[config.mk]
export PLATFORM = sky130hd
export DESIGN_NAME = failsafe_supervisor
export DESIGN_NICKNAME = d
export VERILOG_FILES = /design/src/fs_pkg.sv /design/src/fs_sync.sv /design/src/fs_timer.sv /design/src/failsafe_supervisor.sv
export SDC_FILE = /design/constraint.sdc
export NUM_CORES = 1
export LEC_CHECK = 0
export ABC_AREA = 1
export BUFFER_PORTS_ARGS = -buffer_cell sky130_fd_sc_hd__clkbuf_2
export CAP_MARGIN = 10
export CORE_MARGIN = 2
export CORE_UTILIZATION = 63
export CTS_CLUSTER_SIZE = 24
export DETAILED_ROUTE_END_ITERATION = 10
export PLACE_DENSITY = 0.86
export REMOVE_ABC_BUFFERS = 1
export SLEW_MARGIN = 15
export SYNTH_ARGS = -nofsm -noshare
export SYNTH_HDL_FRONTEND = slang
export SYNTH_SLANG_ARGS = --single-unit
export TNS_END_PERCENT = 10
[constraint.sdc]
create_clock -name CLK_I -period 3.4 [get_ports CLK_I]
set_input_delay 0.34 -clock CLK_I [delete_from_list [all_inputs] [get_ports CLK_I]]
set_output_delay 0.34 -clock CLK_I [all_outputs]
set_load 0.02 [all_outputs]
[src/fs_pkg.sv]
// Purpose: Shared constants for the failsafe supervisor
// Assumes: 125 MHz system clock, 32-bit classic Wishbone
// Notes:   Byte offsets of the register map are word aligned

package fs_pkg;

   // ----------------------------------------
   // Clock and timing
   // ----------------------------------------
   localparam int unsigned CLK_HZ      = 125_000_000;
   localparam int unsigned SILENCE_S   = 45;
   localparam int unsigned SUPPRESS_S  = 10;
   localparam int unsigned HOUR_MIN    = 60;
   localparam int unsigned SEC_PER_MIN = 60;

   // ----------------------------------------
   // Converter thresholds in counts (1 mV per count)
   // ----------------------------------------
   localparam logic [12:0] LOW_COUNTS = 13'h0100;
   localparam logic [12:0] SAT_COUNTS = 13'h1800;

   // ----------------------------------------
   // Register byte offsets
   // ----------------------------------------
   localparam logic [4:0] CTRL_ADR  = 5'h00;
   localparam logic [4:0] STAT_ADR  = 5'h04;
   localparam logic [4:0] VIEW_ADR  = 5'h08;
   localparam logic [4:0] VALUE_ADR = 5'h0c;
   localparam logic [4:0] SLOT_ADR  = 5'h10;

   // ----------------------------------------
   // Field positions
   // ----------------------------------------
   localparam int unsigned CTRL_HOLD_BIT  = 0;
   localparam int unsigned CTRL_ACK_BIT   = 1;
   localparam int unsigned STAT_FS_BIT    = 0;
   localparam int unsigned STAT_SIL_BIT   = 1;
   localparam int unsigned STAT_MET_BIT   = 2;
   localparam int unsigned STAT_INH_BIT   = 3;
   localparam int unsigned STAT_ALARM_BIT = 4;
   localparam int unsigned STAT_ALEN_BIT  = 5;
   localparam int unsigned VIEW_ERR_BIT   = 8;
   localparam int unsigned VIEW_REM_LSB   = 16;
   localparam int unsigned VALUE_SAT_BIT  = 16;

   // ----------------------------------------
   // Reset values
   // ----------------------------------------
   localparam logic [7:0] VIEW_RST = 8'h01;
   localparam logic [7:0] SLOT_RST = 8'h00;

   typedef enum logic [0:0] {
      MODE_RUN  = 1'b0,
      MODE_HOLD = 1'b1
   } mode_type;

endpackage

[src/fs_sync.sv]
// Purpose: Two-stage synchroniser for pin inputs
// Assumes: Inputs are asynchronous to CLK_I
// Notes:   Only the second stage is visible outside

`timescale 1ns/1ps

module fs_sync #(
   parameter int unsigned W = 1
) (
   input  wire logic         clk_i,
   input  wire logic         rstn_i,
   input  wire logic         ce_i,
   input  wire logic [W-1:0] d_i,
   output logic      [W-1:0] q_o
);

   typedef struct packed {
      logic [W-1:0] meta;
      logic [W-1:0] sync;
   } sync_state_type;

   sync_state_type s;
   sync_state_type next_s;

   always_comb begin
      next_s = s;
      if (ce_i) begin
         next_s.meta = d_i;
         next_s.sync = s.meta;
      end
   end

   always_ff @(posedge clk_i or negedge rstn_i) begin
      if (!rstn_i) begin
         s <= '0;
      end else begin
         s <= next_s;
      end
   end

   assign q_o = s.sync;

endmodule

[src/fs_timer.sv]
// Purpose: Down counter that reloads to a full interval
// Assumes: tick_i is a one-cycle timebase pulse
// Notes:   Stops at zero; done_o follows the stored count

`timescale 1ns/1ps

module fs_timer #(
   parameter int unsigned W    = 8,
   parameter int unsigned LOAD = 45
) (
   input  wire logic         clk_i,
   input  wire logic         rstn_i,
   input  wire logic         ce_i,
   input  wire logic         reload_i,
   input  wire logic         tick_i,
   output logic      [W-1:0] rem_o,
   output logic              done_o
);

   localparam logic [W-1:0] FULL = W'(LOAD);

   typedef struct packed {
      logic [W-1:0] rem;
   } timer_state_type;

   timer_state_type s;
   timer_state_type next_s;

   generate
      if (LOAD == 0 || LOAD >= (2 ** W)) begin : g_chk
         $error("fs_timer: LOAD does not fit W");
      end
   endgenerate

   always_comb begin
      next_s = s;
      if (ce_i) begin
         if (reload_i) begin
            next_s.rem = FULL;
         end else if (tick_i && s.rem != '0) begin
            next_s.rem = s.rem - W'(1);
         end
      end
   end

   // Full interval from reset on
   always_ff @(posedge clk_i or negedge rstn_i) begin
      if (!rstn_i) begin
         s.rem <= FULL;
      end else begin
         s <= next_s;
      end
   end

   assign rem_o  = s.rem;
   assign done_o = (s.rem == '0);

endmodule

[src/failsafe_supervisor.sv]
// Purpose: Failsafe supervisor of a remote-control terminal
// Assumes: Link decoder and converter share CLK_I; keys are pins
// Notes:   One-second timebase divided down from CLK_I
//
// What this block does
// - Assert failsafe after 45 s without a valid addressed message.
// - A valid message or entering service hold ends the link-silence trip.
// - Single failsafe output, set by either trip or both.
// - Four monitor slots hold telemetry input numbers; zero unassigns.
// - Any unassigned slot inhibits the metering-loss trip.
// - With all slots set, any input below 256 mV starts one-hour countdown.
// - One hour without link communication also raises the metering-loss trip.
// - Reading a slot returns its input number, or zero.
// - Channel zero view shows minutes left until trip, 60 when healthy.
// - Channel zero selection refused with error while trip is inhibited.
// - Any active trip blocks every command output.
// - Entering service hold clears trips and re-enables commands.
// - Leaving service hold reloads all three trip intervals in full.
// - All four monitored inputs at zero ends the metering-loss trip.
// - In service hold, control terminal raise and lower are ignored.
// - Alarms suppressed for ten seconds after reset.
// - Converter reading at 6144 counts shows the saturation pattern.
// - Relay contact open while any trip is active, closed otherwise.
// - Outside service hold, local raise and lower are disabled.
// - Hold key toggles service hold; its indicator lights while active.

`timescale 1ns/1ps

module failsafe_supervisor #(
   parameter int unsigned CHW      = 5,
   parameter int unsigned TICKS_PS = fs_pkg::CLK_HZ
) (
   // Clock, reset, enable
   input  wire logic          CLK_I,
   input  wire logic          RSTN_I,
   input  wire logic          CE_I,
   // Wishbone slave
   input  wire logic          CYC_I,
   input  wire logic          STB_I,
   input  wire logic          WE_I,
   input  wire logic [4:2]    ADR_I,
   input  wire logic [3:0]    SEL_I,
   input  wire logic [31:0]   DAT_I,
   output logic      [31:0]   DAT_O,
   output logic               ACK_O,
   // Link decoder
   input  wire logic          MSG_OK_I,
   input  wire logic          CTRL_RAISE_I,
   input  wire logic          CTRL_LOWER_I,
   // Converter samples
   input  wire logic          ADC_VALID_I,
   input  wire logic [CHW-1:0] ADC_CHAN_I,
   input  wire logic [12:0]   ADC_DATA_I,
   // Front-panel keys
   input  wire logic          HOLD_KEY_I,
   input  wire logic          LOCAL_RAISE_I,
   input  wire logic          LOCAL_LOWER_I,
   // Outputs
   output logic               FAILSAFE_O,
   output logic               RELAY_CLOSED_O,
   output logic               HOLD_LED_O,
   output logic               RAISE_O,
   output logic               LOWER_O,
   output logic               ALARM_O
);

   localparam int unsigned DIVW = $clog2(TICKS_PS);
   localparam logic [DIVW-1:0] DIV_LAST = DIVW'(TICKS_PS - 1);
   localparam logic [5:0] MIN_LAST = 6'(fs_pkg::SEC_PER_MIN - 1);

   // ----------------------------------------
   // Parameter checks
   // ----------------------------------------
   generate
      if (TICKS_PS < 2 || CHW < 1 || CHW > 8) begin : g_chk
         $error("failsafe_supervisor: unsupported parameters");
      end
   endgenerate

   typedef struct packed {
      logic                ack;
      logic [31:0]         dat;
      logic [3:0][CHW-1:0] slot;
      fs_pkg::mode_type    mode;
      logic                key_q;
      logic [3:0]          low;
      logic [3:0]          zero;
      logic [CHW-1:0]      view;
      logic                err;
      logic [12:0]         value;
      logic                sat;
      logic                sil_trip;
      logic                met_trip;
      logic                alarm;
      logic                fs;
      logic                relay;
      logic                raise;
      logic                lower;
      logic [DIVW-1:0]     div;
      logic                sec_tick;
      logic [5:0]          sec_cnt;
      logic                min_tick;
   } state_type;

   state_type s;
   state_type next_s;

   // ----------------------------------------
   // Pins and timers
   // ----------------------------------------
   logic [2:0] keys;
   logic [7:0] sil_rem;
   logic [7:0] sup_rem;
   logic [7:0] tlm_rem;
   logic [7:0] link_rem;
   logic       sil_done;
   logic       sup_done;
   logic       tlm_done;
   logic       link_done;
   logic       hold;
   logic       assigned;
   logic       sil_reload;
   logic       tlm_reload;

   fs_sync #(.W(3)) u_sync (
      .clk_i  (CLK_I),
      .rstn_i (RSTN_I),
      .ce_i   (CE_I),
      .d_i    ({LOCAL_LOWER_I, LOCAL_RAISE_I, HOLD_KEY_I}),
      .q_o    (keys)
   );

   assign hold     = (s.mode == fs_pkg::MODE_HOLD);
   assign assigned = (s.slot[0] != '0) && (s.slot[1] != '0)
                  && (s.slot[2] != '0) && (s.slot[3] != '0);
   // Held in reload during hold, so leaving it restarts in full
   assign sil_reload = MSG_OK_I | hold;
   assign tlm_reload = hold | !assigned | (s.low == 4'h0);

   fs_timer #(.W(8), .LOAD(fs_pkg::SILENCE_S)) u_sil (
      .clk_i    (CLK_I),
      .rstn_i   (RSTN_I),
      .ce_i     (CE_I),
      .reload_i (sil_reload),
      .tick_i   (s.sec_tick),
      .rem_o    (sil_rem),
      .done_o   (sil_done)
   );

   fs_timer #(.W(8), .LOAD(fs_pkg::SUPPRESS_S)) u_sup (
      .clk_i    (CLK_I),
      .rstn_i   (RSTN_I),
      .ce_i     (CE_I),
      .reload_i (1'b0),
      .tick_i   (s.sec_tick),
      .rem_o    (sup_rem),
      .done_o   (sup_done)
   );

   fs_timer #(.W(8), .LOAD(fs_pkg::HOUR_MIN)) u_tlm (
      .clk_i    (CLK_I),
      .rstn_i   (RSTN_I),
      .ce_i     (CE_I),
      .reload_i (tlm_reload),
      .tick_i   (s.min_tick),
      .rem_o    (tlm_rem),
      .done_o   (tlm_done)
   );

   fs_timer #(.W(8), .LOAD(fs_pkg::HOUR_MIN)) u_link (
      .clk_i    (CLK_I),
      .rstn_i   (RSTN_I),
      .ce_i     (CE_I),
      .reload_i (sil_reload),
      .tick_i   (s.min_tick),
      .rem_o    (link_rem),
      .done_o   (link_done)
   );

   // ----------------------------------------
   // Next state
   // ----------------------------------------
   always_comb begin
      logic       press;
      logic       wr;
      logic       rd;
      logic       trip;
      logic [4:0] adr;
      next_s = s;
      press  = 1'b0;
      trip   = 1'b0;
      adr    = {ADR_I, 2'b00};
      wr     = CYC_I && STB_I && !s.ack && WE_I && SEL_I[0];
      rd     = CYC_I && STB_I && !s.ack;
      if (CE_I) begin
         // Timebase: seconds, then whole minutes
         next_s.sec_tick = (s.div == DIV_LAST);
         next_s.div      = next_s.sec_tick ? '0 : s.div + DIVW'(1);
         next_s.min_tick = s.sec_tick && (s.sec_cnt == MIN_LAST);
         if (s.sec_tick) begin
            next_s.sec_cnt = (s.sec_cnt == MIN_LAST) ? 6'h00 : s.sec_cnt + 6'h01;
         end

         // Hold key from pin edge or software press
         next_s.key_q = keys[0];
         press = (keys[0] && !s.key_q)
              || (wr && adr == fs_pkg::CTRL_ADR && DAT_I[fs_pkg::CTRL_HOLD_BIT]);
         if (press) begin
            next_s.mode = hold ? fs_pkg::MODE_RUN : fs_pkg::MODE_HOLD;
         end

         // Slot writes; a new number forgets the old reading
         for (int k = 0; k < 4; k++) begin
            if (wr && adr == fs_pkg::SLOT_ADR + 5'(4 * k)) begin
               next_s.slot[k] = DAT_I[CHW-1:0];
               next_s.low[k]  = 1'b0;
               next_s.zero[k] = 1'b0;
            end else if (ADC_VALID_I && s.slot[k] != '0 && ADC_CHAN_I == s.slot[k]) begin
               next_s.low[k]  = (ADC_DATA_I < fs_pkg::LOW_COUNTS);
               next_s.zero[k] = (ADC_DATA_I == 13'h0000);
            end
         end

         // View selection; channel zero refused while inhibited
         if (wr && adr == fs_pkg::VIEW_ADR) begin
            if (DAT_I[CHW-1:0] == '0 && !assigned) begin
               next_s.err = 1'b1;
            end else begin
               next_s.view = DAT_I[CHW-1:0];
               next_s.err  = 1'b0;
            end
         end
         if (ADC_VALID_I && s.view != '0 && ADC_CHAN_I == s.view) begin
            next_s.value = ADC_DATA_I;
            next_s.sat   = (ADC_DATA_I >= fs_pkg::SAT_COUNTS);
         end

         // Trips
         if (next_s.mode == fs_pkg::MODE_HOLD || MSG_OK_I) begin
            next_s.sil_trip = 1'b0;
         end else if (sil_done) begin
            next_s.sil_trip = 1'b1;
         end
         if (next_s.mode == fs_pkg::MODE_HOLD) begin
            next_s.met_trip = 1'b0;
         end else if (!assigned) begin
            next_s.met_trip = 1'b0;
         end else if (s.zero == 4'hf) begin
            next_s.met_trip = 1'b0;
         end else if (tlm_done || link_done) begin
            next_s.met_trip = 1'b1;
         end
         trip = next_s.sil_trip || next_s.met_trip;
         next_s.fs    = trip;
         next_s.relay = !trip;

         // Alarm on trip onset; onset wins over acknowledge
         if (trip && !s.fs && sup_done) begin
            next_s.alarm = 1'b1;
         end else if (wr && adr == fs_pkg::CTRL_ADR && DAT_I[fs_pkg::CTRL_ACK_BIT]) begin
            next_s.alarm = 1'b0;
         end

         // Command gating by mode and trips
         if (trip) begin
            next_s.raise = 1'b0;
            next_s.lower = 1'b0;
         end else if (next_s.mode == fs_pkg::MODE_HOLD) begin
            next_s.raise = keys[1];
            next_s.lower = keys[2];
         end else begin
            next_s.raise = CTRL_RAISE_I;
            next_s.lower = CTRL_LOWER_I;
         end

         // Bus answer one cycle after the request
         next_s.ack = rd;
         next_s.dat = 32'h0000_0000;
         if (rd) begin
            if (adr == fs_pkg::CTRL_ADR) begin
               next_s.dat[fs_pkg::CTRL_HOLD_BIT] = hold;
            end else if (adr == fs_pkg::STAT_ADR) begin
               next_s.dat[fs_pkg::STAT_FS_BIT]    = s.fs;
               next_s.dat[fs_pkg::STAT_SIL_BIT]   = s.sil_trip;
               next_s.dat[fs_pkg::STAT_MET_BIT]   = s.met_trip;
               next_s.dat[fs_pkg::STAT_INH_BIT]   = !assigned;
               next_s.dat[fs_pkg::STAT_ALARM_BIT] = s.alarm;
               next_s.dat[fs_pkg::STAT_ALEN_BIT]  = sup_done;
            end else if (adr == fs_pkg::VIEW_ADR) begin
               next_s.dat[CHW-1:0] = s.view;
               next_s.dat[fs_pkg::VIEW_ERR_BIT] = s.err;
               next_s.dat[fs_pkg::VIEW_REM_LSB +: 8] = tlm_rem;
            end else if (adr == fs_pkg::VALUE_ADR) begin
               next_s.dat[12:0] = s.value;
               next_s.dat[fs_pkg::VALUE_SAT_BIT] = s.sat;
            end else if (adr >= fs_pkg::SLOT_ADR) begin
               next_s.dat[CHW-1:0] = s.slot[adr[3:2]];
            end
         end
      end
   end

   // ----------------------------------------
   // State register
   // ----------------------------------------
   always_ff @(posedge CLK_I or negedge RSTN_I) begin
      if (!RSTN_I) begin
         s       <= '0;
         s.relay <= 1'b1;
         s.view  <= CHW'(fs_pkg::VIEW_RST);
         s.slot  <= {4{CHW'(fs_pkg::SLOT_RST)}};
      end else begin
         s <= next_s;
      end
   end

   assign DAT_O          = s.dat;
   assign ACK_O          = s.ack;
   assign FAILSAFE_O     = s.fs;
   assign RELAY_CLOSED_O = s.relay;
   assign HOLD_LED_O     = (s.mode == fs_pkg::MODE_HOLD);
   assign RAISE_O        = s.raise;
   assign LOWER_O        = s.lower;
   assign ALARM_O        = s.alarm;

endmodule

==> impl_metrics.prom <==
# TYPE chip_impl_metric gauge
chip_impl_metric{name="avgRoutedWirePerCell",unit="um"} 15.5
chip_impl_info{name="worstReg2RegStart",value="ACK_O"} 1
chip_impl_metric{name="wire_length_of_the_first_global_routing_pass",unit="um"} 33700
chip_impl_metric{name="via_count_of_the_first_global_routing_pass",unit=""} 6957
chip_impl_metric{name="ff_latch_area",unit="mm2"} 0.00382
chip_impl_info{name="critical_path.startpoint",value="ACK_O"} 1
chip_impl_metric{name="setup.reg_to_reg.worst_slack",unit="ps"} 1420
chip_impl_metric{name="drt_first_iter_violations",unit=""} 743
chip_impl_metric{name="finalWorstPathRequiredPeriod",unit="ps"} 1980
chip_impl_metric{name="grt_max_degree",unit=""} 69
chip_impl_info{name="endpoint_kind",value="register"} 1
chip_impl_metric{name="timing_hold_violations_final",unit=""} 0
chip_impl_metric{name="clk_latency",unit="ps"} 430
chip_impl_metric{name="preCtsSetupSlack",unit="ps"} 1300
chip_impl_metric{name="flow.area_growth_from_synthesis",unit="%"} 11.0
chip_impl_info{name="run_status",value="finished clean"} 1
chip_impl_metric{name="postLayoutCoreUtil",unit=""} 0.709
chip_impl_metric{name="fin_tns_setup",unit="ps"} 0
chip_impl_metric{name="ff2ff_path_depth",unit=""} 8
chip_impl_metric{name="finalWorstSetupSlack",unit="ps"} 1420
chip_impl_metric{name="multiInputGateArea",unit="mm2"} 0.00376
chip_impl_metric{name="die_height",unit="um"} 119
chip_impl_metric{name="setup-violations-final",unit=""} 0
chip_impl_metric{name="core-area",unit="mm2"} 0.0131
chip_impl_metric{name="placed_cells_incl_taps",unit=""} 1272
chip_impl_metric{name="dp_hpwl",unit="um"} 14400
chip_impl_info{name="setup.worst_path.end",value="s[68]"} 1
chip_impl_metric{name="cts-root-to-sink-buffers",unit=""} 2
chip_impl_metric{name="cts_num_sinks",unit=""} 152
chip_impl_info{name="clock-root-buffer",value="sky130_fd_sc_hd__clkbuf_16"} 1
chip_impl_metric{name="maxCapViolCount",unit=""} 0
chip_impl_info{name="worst_path_dominant_cell_family",value="simple AND/OR/NAND/NOR gates"} 1
chip_impl_metric{name="wl_met1",unit="um"} 8790
chip_impl_metric{name="critPathArrivalTime",unit="ps"} 2280
chip_impl_metric{name="antenna_violating_nets_post_route",unit=""} 0
chip_impl_metric{name="syn_area",unit="mm2"} 0.00839
chip_impl_metric{name="port-buffer-count",unit=""} 67
chip_impl_metric{name="total_clock_buffers_created_by_cts",unit=""} 17
chip_impl_metric{name="post_synth.cell_area_avg",unit="um2"} 7.89
chip_impl_metric{name="dr.pass1.iters",unit=""} 5
chip_impl_metric{name="synth.ff_latch_count",unit=""} 152
chip_impl_metric{name="fillers",unit=""} 1047
chip_impl_info{name="crit_type",value="register to register"} 1
chip_impl_metric{name="drc_errors",unit=""} 0
chip_impl_metric{name="finish.net_count",unit=""} 1196
chip_impl_metric{name="max-vdd-ir-drop",unit="uV"} 511
chip_impl_metric{name="wl",unit="um"} 20200
chip_impl_info{name="worstPathCellList",value="inv_2 -> nand3_1 -> nor2_1 -> nand2_1 -> nor2_1 -> nand2_1 -> nand3_1 -> o21ai_0"} 1
chip_impl_metric{name="number_of_warnings_issued_by_yosys",unit=""} 0
chip_impl_metric{name="dieArea",unit="mm2"} 0.0143
chip_impl_info{name="worstSetupStartpointType",value="register"} 1
chip_impl_metric{name="floorplan.initialDensity",unit=""} 0.639
chip_impl_metric{name="vias_per_cell",unit=""} 5.67
chip_impl_metric{name="timing_max_transition_violations_final",unit=""} 0
chip_impl_metric{name="p_total",unit="uW"} 4640
chip_impl_info{name="crit_path_top_delay_cell",value="sky130_fd_sc_hd__dfrtp_1"} 1
chip_impl_metric{name="fmax",unit="MHz"} 506
chip_impl_metric{name="worst_margin_slew",unit="ps"} 682
chip_impl_metric{name="slew-limit-headroom",unit=""} 0.545
chip_impl_metric{name="finish.cell_count_without_fillers",unit=""} 1305
chip_impl_info{name="tritoncts_clock_tree",value="done"} 1
chip_impl_info{name="worstHoldPathType",value="primary input to register"} 1
chip_impl_metric{name="synth.distinct_cells",unit=""} 46
chip_impl_metric{name="drive_above_1_share",unit=""} 0.154
chip_impl_metric{name="place_congestion",unit=""} 0.944
chip_impl_metric{name="total_leakage_power",unit="uW"} 0.00463
chip_impl_metric{name="antenna-diode-count",unit=""} 0
chip_impl_metric{name="final_cycle_share",unit=""} 0.582
chip_impl_metric{name="chipWidth",unit="um"} 119
chip_impl_metric{name="cts.reportedPaths.clkPinSlew",unit="ps"} 60
chip_impl_metric{name="cellPowerDensity",unit="mW/mm2"} 498
chip_impl_metric{name="syn-instance-count",unit=""} 1064
chip_impl_metric{name="std_cell_rows",unit=""} 42
chip_impl_info{name="r2r-end",value="s[68]"} 1
chip_impl_metric{name="grt_overflow",unit=""} 0
chip_impl_metric{name="crit_cells",unit=""} 8
chip_impl_info{name="setup_repair_after_global_routing_missed_its_margin",value="no"} 1
chip_impl_metric{name="synth_sequential_area_ratio",unit=""} 0.456
chip_impl_metric{name="cts_max_level",unit=""} 4
chip_impl_metric{name="cp_max_stage_delay",unit="ps"} 390
chip_impl_info{name="route.top_layer_used",value="met4"} 1
chip_impl_metric{name="worstPathBufferInverterCount",unit=""} 1
chip_impl_metric{name="clk_skew",unit="ps"} 8.66
chip_impl_metric{name="timing.critical_path.required",unit="ps"} 3710
chip_impl_metric{name="met3_wirelength",unit="um"} 1410
chip_impl_metric{name="dr_total_vias",unit=""} 7404
chip_impl_metric{name="gr-usage-all-layers",unit=""} 0.297
chip_impl_metric{name="num_ports",unit=""} 109
chip_impl_metric{name="grt_antenna_before_repair",unit=""} 0
chip_impl_metric{name="routed_length_on_met2",unit="um"} 9530
chip_impl_metric{name="crit_fanout",unit=""} 12
[synthesized netlist by cell type, drive strengths merged]
library cell / count / area share
o2111ai: 2 / 0.0021
or2: 2 / 0.0015
dfstp: 16 / 0.050
buf: 46 / 0.038
o211ai: 3 / 0.0027
a21oi: 18 / 0.011
conb: 1 / 0.00045
o21bai: 1 / 0.00089
o21ai: 73 / 0.044
a31oi: 2 / 0.0015
a211oi: 2 / 0.0018
nor3b: 2 / 0.0018
o31ai: 6 / 0.0070
clkinv: 1 / 0.00045
a22oi: 5 / 0.0045
clkbuf: 8 / 0.0036
xor2: 28 / 0.029
ha: 10 / 0.015
o22ai: 5 / 0.0037
nor2: 119 / 0.066
o2111a: 1 / 0.0013
dfrtp: 136 / 0.41
xnor2: 7 / 0.0073
a32o: 14 / 0.017
o21ba: 1 / 0.0012
nand4: 26 / 0.019
nor3: 21 / 0.015
nand3: 85 / 0.052
nand3b: 1 / 0.00089
inv: 131 / 0.059
o21a: 1 / 0.00089
nand2: 283 / 0.13
nor4: 7 / 0.0052
[layout make-up]
cell class | instances | share of cell area
timing repair buffer | 77 | 0.0463
multi-input combinational | 736 | 0.403
sequential | 152 | 0.410
tap | 176 | 0.0236
clock buffer | 24 | 0.0538
clock inverter | 8 | 0.00926
inverter | 132 | 0.0532
[worst min-delay path by stage]
| stage | from | endpoint | slack, ps | cells after the start |
|---|---|---|---|---|
| after floorplan | RSTN_I | ACK_O | 40 | 0 |
| after global placement | RSTN_I | s[90] | 370 | 1 |
| after detailed placement | RSTN_I | s[75] | 370 | 1 |
| after CTS | LOCAL_RAISE_I | u_sync.s[4] | 100 | 3 |
| after global routing | HOLD_KEY_I | u_sync.s[3] | 120 | 3 |
| final | HOLD_KEY_I | u_sync.s[3] | 110 | 3 |
[timing repair]
item	CTS	global route
hold buffers	1	0
buffers inserted	0	0
hold endpoints to repair	62	0
resized for setup	0	0
[worst reg2reg max path, cell delays in order, from the launching register on]
cell	delay [ps]
sky130_fd_sc_hd__dfrtp_1	390
sky130_fd_sc_hd__inv_2	60
sky130_fd_sc_hd__nand3_1	180
sky130_fd_sc_hd__nor2_1	270
sky130_fd_sc_hd__nand2_1	180
sky130_fd_sc_hd__nor2_1	200
sky130_fd_sc_hd__nand2_1	290
sky130_fd_sc_hd__nand3_1	180
sky130_fd_sc_hd__o21ai_0	100
[routing by layer]
| layer | GRT usage | vias up |
|---|---|---|
| met5 | 0 | - |
| met4 | 0.111 | 0 |
| met3 | 0.0599 | 45 |
| met2 | 0.467 | 300 |
| met1 | 0.412 | 3529 |
| li1 | - | 3530 |
[logic make-up after synthesis]
| group | share of synthesized area |
|---|---|
| buffers and inverters | 0.101 |
| and+or+nand+nor | 0.292 |
| DFF | 0.456 |
| AOI/OAI and AO/OA | 0.0994 |
| other | 0.000447 |
| xor gates and xnor gates | 0.0365 |
| adders and majority gates | 0.0149 |
[per-stage QoR]
| stage | hold WS [ps] | cell area, um2 |
|---|---|---|
| final | 109 | 9320 |
| after global placement | 365 | 8720 |
| after CTS | 105 | 9320 |
| after global routing | 124 | 9320 |
| after detailed placement | 374 | 8720 |
| after floorplan | 44.4 | 8080 |
[sequential cells by signal, indices dropped and copies added (netlist names), 3 cells and up]
| name | cells |
|---|---|
| s | 86 |
| DAT_O | 21 |
| u_link.rem_o | 8 |
| u_sil.rem_o | 8 |
| u_sup.rem_o | 8 |
| u_tlm.rem_o | 8 |
| u_sync.q_o | 3 |
| u_sync.s | 3 |
[layout by cell type (no fill, tap or decap), drive strengths merged, types with 6 or more instances in the layout]
cell type  count
nand3         85
nor2         119
o21ai         73
dfstp         16
a32o          14
nor4           7
xnor2          7
nand2        283
nand4         26
inv          133
dfrtp        136
xor2          28
conb          11
a21oi         18
nor3          21
ha            10
o31ai          6
clkbuf        90
buf           10
[report_power, final]
| part | switching, uW | internal [uW] | leakage, uW |
|---|---|---|---|
| registers | 134 | 1950 | 0.00194 |
| logic | 471 | 211 | 0.00241 |
| clock network | 763 | 1110 | 0.000281 |
| total | 1370 | 3270 | 0.00463 |
No activity file was read; power rests on OpenSTA's default activity.
